===== src/pfd_pkg.sv =====
package pfd_pkg;
	// channel indices: both inputs get identical sync and halving; their frequency overrides force opposite levels
	localparam int CH_REF = 0;
	localparam int CH_FB = 1;
	localparam int NUM_CH = 2;

	// reset values
	localparam logic HALF_RST = 1'h0;
	localparam logic DISC_RST = 1'h1;
	localparam logic PEND_RST = 1'h0;
	localparam logic SYNC_RST = 1'h0;
	localparam logic OUT_RST = 1'h0;

	// level forced on the true output by each frequency override
	localparam logic SLOW_LEVEL = 1'h1;
	localparam logic FAST_LEVEL = 1'h0;

	// active level of a discriminator flip-flop that overrides the phase result
	localparam logic DISC_ACTIVE = 1'h0;
	localparam logic DISC_IDLE = 1'h1;

	// clock figures
	localparam int CLK_PERIOD_PS = 5000;
	localparam int SYNC_LATENCY = 2;
endpackage


===== src/phase_frequency_detector.sv =====
`timescale 1ns/1ps
module phase_frequency_detector (
	// clock, reset, enable
	input wire logic clk,
	input wire logic srst,
	input wire logic ce,
	// pulse inputs
	input wire logic ref_in,
	input wire logic feedback_in,
	// detector result
	output logic det_out,
	output logic det_out_n
);
	import pfd_pkg::*;

	logic [NUM_CH-1:0] in_vec;
	logic [NUM_CH-1:0] sync1_q;
	logic [NUM_CH-1:0] sync2_q;
	logic [NUM_CH-1:0] prev_q;
	logic [NUM_CH-1:0] rise;
	logic [NUM_CH-1:0] half_q;
	logic [NUM_CH-1:0] pend_q;
	logic slow_ok_q;
	logic fast_ok_q;
	logic phase_xor;
	logic out_d;
	logic out_q;

	assign in_vec[CH_REF] = ref_in;
	assign in_vec[CH_FB] = feedback_in;

	// one identical channel per input; swapping the inputs only swaps the override sides
	genvar g;
	generate
		for (g = 0; g < NUM_CH; g++) begin : g_ch
			// first stage feeds only the second, to keep metastability contained
			always_ff @(posedge clk) begin
				if (srst) begin
					sync1_q[g] <= SYNC_RST;
					sync2_q[g] <= SYNC_RST;
					prev_q[g] <= SYNC_RST;
				end else if (ce) begin
					sync1_q[g] <= in_vec[g];
					sync2_q[g] <= sync1_q[g];
					prev_q[g] <= sync2_q[g];
				end
			end

			assign rise[g] = sync2_q[g] & ~prev_q[g];

			always_ff @(posedge clk) begin
				if (srst) begin
					half_q[g] <= HALF_RST;
				end else if (ce && rise[g]) begin
					half_q[g] <= ~half_q[g];
				end
			end
		end
	endgenerate

	// pending marks: an edge on one input not yet answered by the other
	// simultaneous edges cancel, so neither side counts a double edge
	always_ff @(posedge clk) begin
		if (srst) begin
			pend_q <= {NUM_CH{PEND_RST}};
		end else if (ce) begin
			if (rise[CH_REF] && rise[CH_FB]) begin
				pend_q <= {NUM_CH{PEND_RST}};
			end else if (rise[CH_REF]) begin
				pend_q[CH_REF] <= 1'h1;
				pend_q[CH_FB] <= PEND_RST;
			end else if (rise[CH_FB]) begin
				pend_q[CH_FB] <= 1'h1;
				pend_q[CH_REF] <= PEND_RST;
			end
		end
	end

	// slow side: two reference edges before a feedback edge
	always_ff @(posedge clk) begin
		if (srst) begin
			slow_ok_q <= DISC_RST;
		end else if (ce) begin
			if (rise[CH_FB]) begin
				slow_ok_q <= DISC_IDLE;
			end else if (rise[CH_REF] && pend_q[CH_REF]) begin
				slow_ok_q <= DISC_ACTIVE;
			end
		end
	end

	// fast side: two feedback edges before a reference edge
	always_ff @(posedge clk) begin
		if (srst) begin
			fast_ok_q <= DISC_RST;
		end else if (ce) begin
			if (rise[CH_REF]) begin
				fast_ok_q <= DISC_IDLE;
			end else if (rise[CH_FB] && pend_q[CH_FB]) begin
				fast_ok_q <= DISC_ACTIVE;
			end
		end
	end

	assign phase_xor = half_q[CH_REF] ^ half_q[CH_FB];

	// output gating; both sides cannot be active at once since each releases the other
	always_comb begin
		if (slow_ok_q == DISC_ACTIVE) begin
			out_d = SLOW_LEVEL;
		end else if (fast_ok_q == DISC_ACTIVE) begin
			out_d = FAST_LEVEL;
		end else begin
			out_d = phase_xor;
		end
	end

	// registered output costs one cycle but keeps glitches off the loop filter
	always_ff @(posedge clk) begin
		if (srst) begin
			out_q <= OUT_RST;
		end else if (ce) begin
			out_q <= out_d;
		end
	end

	assign det_out = out_q;
	assign det_out_n = ~out_q;
endmodule


===== config.mk =====
export PLATFORM = sky130hd
export DESIGN_NAME = phase_frequency_detector
export DESIGN_NICKNAME = d
export VERILOG_FILES = /design/src/pfd_pkg.sv /design/src/phase_frequency_detector.sv
export SDC_FILE = /design/constraint.sdc
export NUM_CORES = 1
export LEC_CHECK = 0
export ABC_AREA = 1
export BUFFER_PORTS_ARGS = -buffer_cell sky130_fd_sc_hd__clkbuf_2
export CORE_AREA = 8 8 45 47
export CTS_CLUSTER_DIAMETER = 50
export DETAILED_ROUTE_END_ITERATION = 8
export DIE_AREA = 0 0 53 55
export GPL_ROUTABILITY_DRIVEN = 0
export PLACE_DENSITY = 0.56
export SYNTH_ARGS = -nofsm -noshare
export SYNTH_HDL_FRONTEND = slang
export SYNTH_SLANG_ARGS = --single-unit

===== constraint.sdc =====
create_clock -name clk -period 0.96 [get_ports clk]
set_input_delay 0.096 -clock clk [delete_from_list [all_inputs] [get_ports clk]]
set_output_delay 0.096 -clock clk [all_outputs]
set_load 0.005 [all_outputs]

* Yosys cells after proc, flatten, opt, wreduce, memory -nomap -nowiden
Cells that the tools add are included.
** Storage, ports and cells
- Bits in registers :: 13
- Bits of input ports :: 5
- Logic and storage cells :: 40
** Cells by class
- Mux-type cells :: 9
- Bitwise gates (word level) :: 8
- Reduce and logical (&&, ||, !) cells :: 11
** Operators with widths (count)
- $mux 1 :: 6
- $mux 2 :: 3
- $reduce_and 2->1 :: 3
- $logic_and 1x1->1 :: 5
- $not 1->1 :: 5
- $reduce_bool 2->1 :: 2
- $reduce_bool 3->1 :: 1
- $and 1x1->1 :: 2
- $xor 1x1->1 :: 1

* Longest topological paths before layout
Gate-level depths: netlist of the first run.
- Depth after elaboration :: 5
- Gate-level depth with buffers :: 6

* Worst setup path after synthesis of the first run
OpenSTA, ideal clock, no wires.
- Kind :: reg-to-reg
- Start point :: register sync2_q[1]
- End point :: register fast_ok_q
- Setup time :: 0.114 ns
- Arrival time :: 0.651 ns
- Required time :: 0.846 ns
- Slack :: 0.195 ns
- Stages on the path, launching flop included :: 6
- Buffers on the path :: 0
- Clock period less this slack :: 0.765 ns
- Cell sequence :: dfxtp_1 nand2_4 nor2_8 nand2_1 nand2_1 nand2_1
** On the way
- Cells in the longest elaborated chain, start to end :: 4
** RTL lines
- start: declaration :: RTL line phase_frequency_detector.sv:18 : logic [NUM_CH-1:0] sync2_q;
- start signal: indexed assignment :: RTL line phase_frequency_detector.sv:44 : sync2_q[g] <= sync1_q[g];
- $and 1x1->1 :: RTL line phase_frequency_detector.sv:49 : assign rise[g] = sync2_q[g] & ~prev_q[g];
- $logic_and 1x1->1 :: RTL line phase_frequency_detector.sv:99 : end else if (rise[CH_FB] && pend_q[CH_FB]) begin
- $reduce_bool 2->1 (no source line)
- $reduce_and 2->1 (no source line)
- end signal: assignment :: RTL line phase_frequency_detector.sv:95 : fast_ok_q <= DISC_RST;
- end signal: assignment :: RTL line phase_frequency_detector.sv:98 : fast_ok_q <= DISC_IDLE;
- end signal: assignment :: RTL line phase_frequency_detector.sv:100 : fast_ok_q <= DISC_ACTIVE;
- end: declaration :: RTL line phase_frequency_detector.sv:24 : logic fast_ok_q;
Every way passes these cells.
A chain may end at the register's enable or synchronous reset.

* Worst setup path after layout of the first run
- Start point :: register out_q, in the netlist det_out
- End point :: output det_out_n
** On the way
- Cells in the longest elaborated chain, start to end :: 1
** RTL lines
- start: declaration :: RTL line phase_frequency_detector.sv:27 : logic out_q;
- start signal: assignment :: RTL line phase_frequency_detector.sv:123 : out_q <= out_d;
- $not 1->1 :: RTL line phase_frequency_detector.sv:128 : assign det_out_n = ~out_q;
- end: declaration :: RTL line phase_frequency_detector.sv:12 : output logic det_out_n
Every way passes these cells.

==> summary by stage, run 1 <==
Outcome
The run finished with clean final reports.

Route
The pre-antenna-repair detailed-routing pass consisted of 2 iterations. Dividing the detail-routed wire length by the instance count gives 9.51 um. The number of vias in the routed layout is 406.

Using the TritonRoute via totals, the vias-per-cell ratio works out to 4.37. The final routed DRC violation total is 0. The DRC marker count from the first detailed-route iteration is 5. Wires add up to 884 um.

The detail route stage leaves a number of antenna-violating nets equal to 0.

Pwr
Internal power comes to 0.766 mW. The analysis attributes to net switching a power of 0.247 mW. In this run switching power makes up 24.4% of total power. In this run, flip-flops and latches consume 57.9% of the power.

Combinational logic is responsible for 9.7% of the overall power. The static leakage power is 0.286 nW. The proportion of power drawn by the clock network is 32.4%.

VDD sags by at most 0.778 mV. Power spread over the standard cell area amounts to 1670 nW/um^2.

Cells and area
Once layout is complete, the utilization of the core stands at 43.8%. The fraction of layout cells with a size suffix above 1 is 20.8%. The count of fill cells added during filler insertion is 153.

The number of antenna diodes is 0. The number of nets in the layout is 83. The number of standard cells in the layout, taps in and fillers out is 93. Relative to the synthesized area, the layout overhead comes to 12.0%. The sequential cell area is 260 um^2. The multi-input combinational cells in the finished layout cover a total of 239 um^2.

STA
Across all setup checks in the final design, the least slack found is 0.102 ns. The final critical-path share of the clock period is 89.3%. Across the routed clock network, the largest skew measured is 0.000766 ns. The max-slew violation count came to 0.

Setup repair after global routing left no endpoint under its margin. The worst relative slew slack is 85.8%. The number of setup violations in the final report is 0.

The count of endpoints failing hold in the final timing report is 0. The minimum clock period is 0.858 ns. For the pin with the worst max-slew slack, the measured transition is 0.213 ns. Final hold analysis gives a worst-case slack of 0.0575 ns.

The summed negative setup slack over all endpoints is 0 ns. Based on the critical path, the design can be clocked at up to 1170 MHz.

Logic synthesis
The cell area that synthesis handed to floorplanning was 541 um^2. In the synthesized netlist, mux cells make up 0% of the area. The post-synthesis sequential element count is 13. The total of warnings raised by yosys is 0. After Yosys synthesis, full adders, half adders and majority gates account for 0% of the synthesized area.

After synthesis, the largest family of logic cells by area is simple AND/OR/NAND/NOR gates. The share of the yosys chip area belonging to registers is 48.1%. The complex-gate fraction of the synthesized area is 7.41%. The post-synthesis share of cell area spent on and, or, nand and nor gates is 36.8%. After synthesis, the netlist uses 11 different library cells. The post-synthesis xor/xnor area fraction is 0%.

The number of nets handed over by synthesis was 73. The average instance in the mapped netlist occupies 7.95 um^2. After technology mapping, the gate count stands at 68.

Clocking
The number of H-tree levels is 1. Hold repair after CTS inserted 0 buffers. The number of sinks on the clock net is 13. The clock reaches the later pin of the worst-skew pair after 0.27 ns.

The root cell of the clock tree is sky130_fd_sc_hd__clkbuf_4. After clock tree synthesis, the clock-pin slew on the worst setup and hold paths is 0.08 ns. The number of setup buffers added after CTS is 0. The total clock buffers created by CTS is 3. TritonCTS built the clock tree. The clock passes through at most 2 buffers. The quantity of gates resized following cts is 0.

Global routing
The number of global-route vias before repair is 393. The wire length of the first global-routing pass is 1500 um. The global router's overall resource usage is 6.88%. Entering global routing, the biggest net connects 10 pins. Summed over all layers, the global routing overflow is 0.

The number of antenna violations at the first check in global routing came to 0.

Die
The die width is 53 um. For this design the top-level I/O count stands at 7. For this configuration, the core starts out at a cell density of 39.1%. Row generation in the floorplan step produced 14 rows. The core region is 1380 um^2. The floorplan step defined a die boundary enclosing 2920 um^2. The y dimension of the die is 55 um.

Placed design
The placed instance count is 89. The detailed-placement wirelength estimate is 710 um. OpenSTA, run right after detailed placement, puts the worst setup slack at 0.132 ns. The number of buffers added on ports is 6.

Critical path
On the worst path, the slowest cell contributes a delay of 0.35 ns. The worst endpoint data arrival time is 0.76 ns. For the worst setup path, the data required time is 0.86 ns. The critical path class is flip-flop to primary output. The startpoint kind of the worst setup timing path is a flip-flop.

The maximum net fanout on the critical path is 3. The family with the most delay on the worst path is flip-flops. The critical register-to-register path startpoint is prev_q[1].

The number of stages on the worst setup path is 2. The critical path contains buffers and inverters numbering 2 combined. The worst setup path is captured at a primary output. The signal on the critical path passes through inv_1 -> clkbuf_2.

Following the worst setup path forward leads to its endpoint at det_out_n. Counting cells, the worst reg-to-reg path comes to 4. The critical path starts at det_out. The minimum setup slack among reg-to-reg paths is 0.12 ns.

The worst reg2reg path endpoint is pend_q[0]. For this design, the slowest cell found on the critical path is sky130_fd_sc_hd__dfxtp_1.

Job
Across the run, the number of max-cap violations was 0.

Hold path
The worst hold path begins at feedback_in. The path class of the tightest hold or removal check is primary input to flip-flop.
[registers in the layout (all words and copies together) (netlist names)]
register,cells
sync1_q,2
prev_q,2
sync2_q,2
half_q,2
slow_ok_q,1
pend_q,2
det_out,1
fast_ok_q,1
[tightest hold or removal path, cell delays in order]
cell	delay [ns]
sky130_fd_sc_hd__clkbuf_2	0.07
sky130_fd_sc_hd__nor2_1	0.03
sky130_fd_sc_hd__nor2_1	0.09
[per-stage QoR]
| stage | total power, mW | cell area (um^2) |
|---|---|---|
| global placement | 0.697 | 579 |
| finish | 1.01 | 606 |
| detailed placement | 0.700 | 579 |
| global route | 1.07 | 606 |
| CTS | 1.03 | 606 |
| floorplan | 0.672 | 541 |
[cells in the mapped netlist]
cell	n	area share, %
sky130_fd_sc_hd__nor2_2	3	3.5
sky130_fd_sc_hd__nor2_1	15	10
sky130_fd_sc_hd__dfxtp_1	13	48
sky130_fd_sc_hd__nor2_8	2	7.4
sky130_fd_sc_hd__buf_6	1	2.1
sky130_fd_sc_hd__nand2_1	15	10
sky130_fd_sc_hd__nand2_4	2	4.2
sky130_fd_sc_hd__o21ai_0	5	4.6
sky130_fd_sc_hd__inv_1	8	5.6
sky130_fd_sc_hd__nand3_1	1	0.93
sky130_fd_sc_hd__a21oi_1	3	2.8
[cell type report]
cell class / instances / share of cell area [%]
flip-flops and latches: 13 / 43.0
multi-input cells: 46 / 39.5
inverters: 8 / 4.96
clock buffers: 4 / 4.34
repair buffers: 6 / 4.96
well taps: 16 / 3.31
[power by group through the flow]
stage / Combinational, mW / Sequential, mW / Clock, mW
2_1_floorplan: 0.0759 / 0.596 / 0
3_3_place_gp: 0.0990 / 0.598 / 0
3_5_place_dp: 0.101 / 0.600 / 0
4_1_cts: 0.101 / 0.587 / 0.342
5_1_grt: 0.116 / 0.590 / 0.364
6_report: 0.0981 / 0.586 / 0.329
[worst min-delay path by stage]
stage          slack [ns]  cells past startpoint    endpoint
2_1_floorplan        0.17                      1   prev_q[0]
3_3_place_gp         0.32                      3  sync1_q[1]
3_5_place_dp         0.34                      3  sync1_q[0]
4_1_cts              0.06                      3  sync1_q[0]
5_1_grt              0.07                      3  sync1_q[1]
6_report             0.06                      3  sync1_q[1]
[cell families after synthesis]
logic type / Yosys count
AND/OR/NAND/NOR: 38
flip-flops: 13
buffers and inverters: 9
AO/OA/AOI/OAI: 8
[layer usage]
metal,routed length [um],GRT usage [%]
met2,424,11.3
met4,9,3.88
met5,0,0
met1,400,7.91
met3,50,1.87
[cells in the final DEF (no fill, tap or decap)]
cell type	n
sky130_fd_sc_hd__a21oi_1	3
sky130_fd_sc_hd__clkbuf_1	1
sky130_fd_sc_hd__clkbuf_2	6
sky130_fd_sc_hd__clkbuf_4	3
sky130_fd_sc_hd__dfxtp_1	13
sky130_fd_sc_hd__inv_1	8
sky130_fd_sc_hd__nand2_1	15
sky130_fd_sc_hd__nand2_4	2
sky130_fd_sc_hd__nand3_1	1
sky130_fd_sc_hd__nor2_1	15
sky130_fd_sc_hd__nor2_2	3
sky130_fd_sc_hd__nor2_8	2
sky130_fd_sc_hd__o21ai_0	5
No activity file was read; power rests on OpenSTA's default activity.
==> run 2: changes to the inputs <==
--- a/config.mk
+++ b/config.mk
@@ -7,5 +7,5 @@
 export LEC_CHECK = 0
 export ABC_AREA = 1
-export BUFFER_PORTS_ARGS = -buffer_cell sky130_fd_sc_hd__clkbuf_2
+export BUFFER_PORTS_ARGS = -buffer_cell sky130_fd_sc_hd__buf_2
 export CORE_AREA = 8 8 45 47
 export CTS_CLUSTER_DIAMETER = 50
==> constraint.sdc (replaced) <==
create_clock -name clk -period 0.96 [get_ports clk]
set_input_delay 0.048 -clock clk [delete_from_list [all_inputs] [get_ports clk]]
set_output_delay 0.048 -clock clk [all_outputs]
set_load 0.005 [all_outputs]
==> run 2 against run 1 <==
Count of clock-buffer cells in the layout is the same. Critical path depth grew 3. Total power grew 0.58%. Die area is the same. Sequential power is essentially flat. First-iteration DRC count grew 40%. Via count grew 2.7%. Hold slack lost 0.035 ns. Routed wire length shrank 3.2%. Core utilization grew 1.4 points. Sequential cell count is the same. Combinational power grew 6%.
==> summary by stage, run 2 (synthesis results as in run 1) <==
Die
The die width is 53 um (unchanged). The initial cell density of the core was 39.1% (unchanged). The row count came to 14 (unchanged). The y dimension of the die is 55 um (unchanged). The core area was 1380 um^2 (unchanged). The number of primary I/O pins was 7 (unchanged).

The full die area is 2920 um^2 (unchanged).

Clocking
The number of H-tree levels is 1 (unchanged). The total clock buffers created by CTS was 3 (unchanged). TritonCTS built the clock tree. The number of sinks on the clock net was 13 (unchanged).

The root cell of the clock tree is sky130_fd_sc_hd__clkbuf_4. The clock latency at the later pin of the worst-skew pair is 0.26 ns (about the same). The maximum buffer depth of the clock tree is 2 (unchanged). The clock-pin slew of the registers on the worst-case setup and hold paths is 0.08 ns (about the same).

Critical path
STA classifies the critical path endpoint as a flip-flop. The startpoint kind of the worst setup timing path is a flip-flop. The critical path class is flip-flop to flip-flop. The worst endpoint data arrival time is 0.99 ns (+0.23 ns). The required arrival time at the worst endpoint was 1.13 ns (+0.27 ns). The maximum net fanout on the critical path is 5 (+2).

STA
The final worst clock skew is 0.000958 ns (+0.000193 ns). The summed negative setup slack over all endpoints came to 0 ns (unchanged). The minimum clock period is 0.829 ns (-0.0281 ns).

The count of endpoints failing hold in the final timing report is 0 (unchanged). The worst hold slack is 0.0225 ns (-0.0350 ns). The highest clock frequency the design can meet came to 1210 MHz (+3.4%). The measured slew at the worst slew-check pin is 0.211 ns (-0.00197 ns). The number of setup violations in the final report is 0 (unchanged). The worst relative slew slack is 85.9% (+0.13 points). The setup slack after layout came to 0.131 ns (+0.0281 ns). The final critical-path share of the clock period came to 86.4% (-2.9 points).

The max-slew violation count was 0 (unchanged). Setup repair after global routing left no endpoint under its margin.

Route
The DRC marker count from the first detailed-route iteration is 7 (+2). The highest metal layer carrying signal wires in the routed design is met4. The wire length per cell came to 9.01 um (-5.2%). The detailed-route wire length is 856 um (-3.2%). The detailed-routing wirelength on met1 came to 372 um (-7.0%). The post-detailed-route via-to-cell ratio is 4.39 (+0.55%). The post-route antenna net violation count is 0 (unchanged). The number of vias in the routed layout is 417 (+2.7%). The first-pass detailed-route iteration total is 4 (+2). The met2 wire length was 426 um (+0.47%). The met3 routed wirelength is 48 um (-4.0%).

The final routed DRC violation total was 0 (unchanged).

Outcome
The flow ran to the end, and the final reports show no timing, DRC or antenna violations.

Pwr
The internal cell power came to 0.771 mW (+0.69%). The relative contribution of combinational cells to total power is 10.2% (+0.5 points). The net load switching power came to 0.247 mW (+0.25%). The ratio of total power to cell area is 1630 nW/um^2 (-2.6%).

The worst IR drop on VDD is 0.854 mV (+9.8%). The static leakage power was 0.293 nW (+2.5%). The fraction of power consumed by sequential logic is 57.5% (-0.4 points).

The proportion of power drawn by the clock network is 32.3% (about the same). The fraction of power spent switching nets is 24.3% (-0.081 points). The total chip power is 1.02 mW (+0.58%).

Placed design
The post-place instance area is 579 um^2 (unchanged). The worst slack after detailed placement is 0.139 ns (+0.00694 ns). The detailed-placement wirelength estimate came to 640 um (-9.9%). The placed instance count is 89 (unchanged). The number of buffers added on ports is 6 (unchanged).

Cells and area
The number of nets in the layout came to 85 (+2.4%). The fraction of layout cells with a size suffix above 1 came to 20.3% (-0.53 points). The top cell types in the final layout, fill and taps aside, are 15 x sky130_fd_sc_hd__nor2_1, 15 x sky130_fd_sc_hd__nand2_1, 13 x sky130_fd_sc_hd__dfxtp_1. The end-of-flow core utilization is 45.2% (+1.4 points). The number of antenna diodes came to 0 (unchanged). The number of standard cells in the layout, taps in and fillers out is 95 (+2.2%).

The post-layout instance area was 626 um^2 (+3.3%). The signed area change from the synthesized netlist to the final layout is 15.7%. The count of fill cells added during filler insertion is 150 (-2.0%).

Global routing
The number of global-route vias before repair is 390 (-0.76%). The wire length of the first global-routing pass came to 1560 um (+3.7%). The maximum number of pins on one net before global-route repair is 10 (unchanged). The number of antenna violations at the first check in global routing is 0 (unchanged). The global router's overall resource usage is 7.12% (+0.24 points). The aggregate global routing overflow is 0 (unchanged).

Hold path
The worst hold-check path type is primary input to flip-flop.

Job
The max-cap violation count is 0 (unchanged).
[run 2: cell count changes in the layout (fill, tap and decap cells not counted)]
cell | previous run | this run
sky130_fd_sc_hd__dlygate4sd3_1 | 0 | 2
sky130_fd_sc_hd__buf_2 | 0 | 6
sky130_fd_sc_hd__clkbuf_2 | 6 | 0
[run 2: power groups by stage]
stage	combinational (mW)	clock (mW)	sequential [mW]
finish	0.104	0.329	0.586
global route	0.120	0.372	0.590
CTS	0.106	0.341	0.586
detailed placement	0.0996	0	0.599
global placement	0.0991	0	0.599
floorplan	0.0759	0	0.596
[run 2: final cells by class]
class                           count  area [um^2]  area share (%)
Clock buffer                        4         26.3            4.20
Inverter                            8         30.0            4.80
Multi-Input combinational cell     46          239            38.2
Sequential cell                    13          260            41.6
Tap cell                           16         20.0            3.20
Timing Repair Buffer                8         50.0            8.00
[run 2: layer usage]
layer,up-vias,global-route usage [%]
met3,2,2.67
met1,183,7.81
li1,226,-
met2,6,11.7
met5,-,0
met4,0,3.88
[run 2: worst max-delay path: stages, from the launching register on]
cell and delay [ns]:
sky130_fd_sc_hd__dfxtp_1 0.38, sky130_fd_sc_hd__nand2_4 0.08, sky130_fd_sc_hd__nor2_8 0.12, sky130_fd_sc_hd__nand2_1 0.06, sky130_fd_sc_hd__nand2_1 0.05, sky130_fd_sc_hd__nand2_1 0.04
[run 2: final timing paths]
| kind | startpoint | endpoint | slack [ns] | cells after the start |
|---|---|---|---|---|
| setup / recovery | sync2_q[0] | slow_ok_q | 0.13 | 5 |
| hold / removal | srst | prev_q[1] | 0.02 | 2 |
| setup reg to reg | sync2_q[0] | slow_ok_q | 0.13 | 5 |
| hold reg to reg | fast_ok_q | fast_ok_q | 0.45 | 2 |
[run 2: what timing repair did]
action	CTS	global route
gates resized for setup	0	0
setup endpoints to repair	0	0
setup buffers	0	0
hold buffers	2	0
endpoints found under the hold margin	2	0
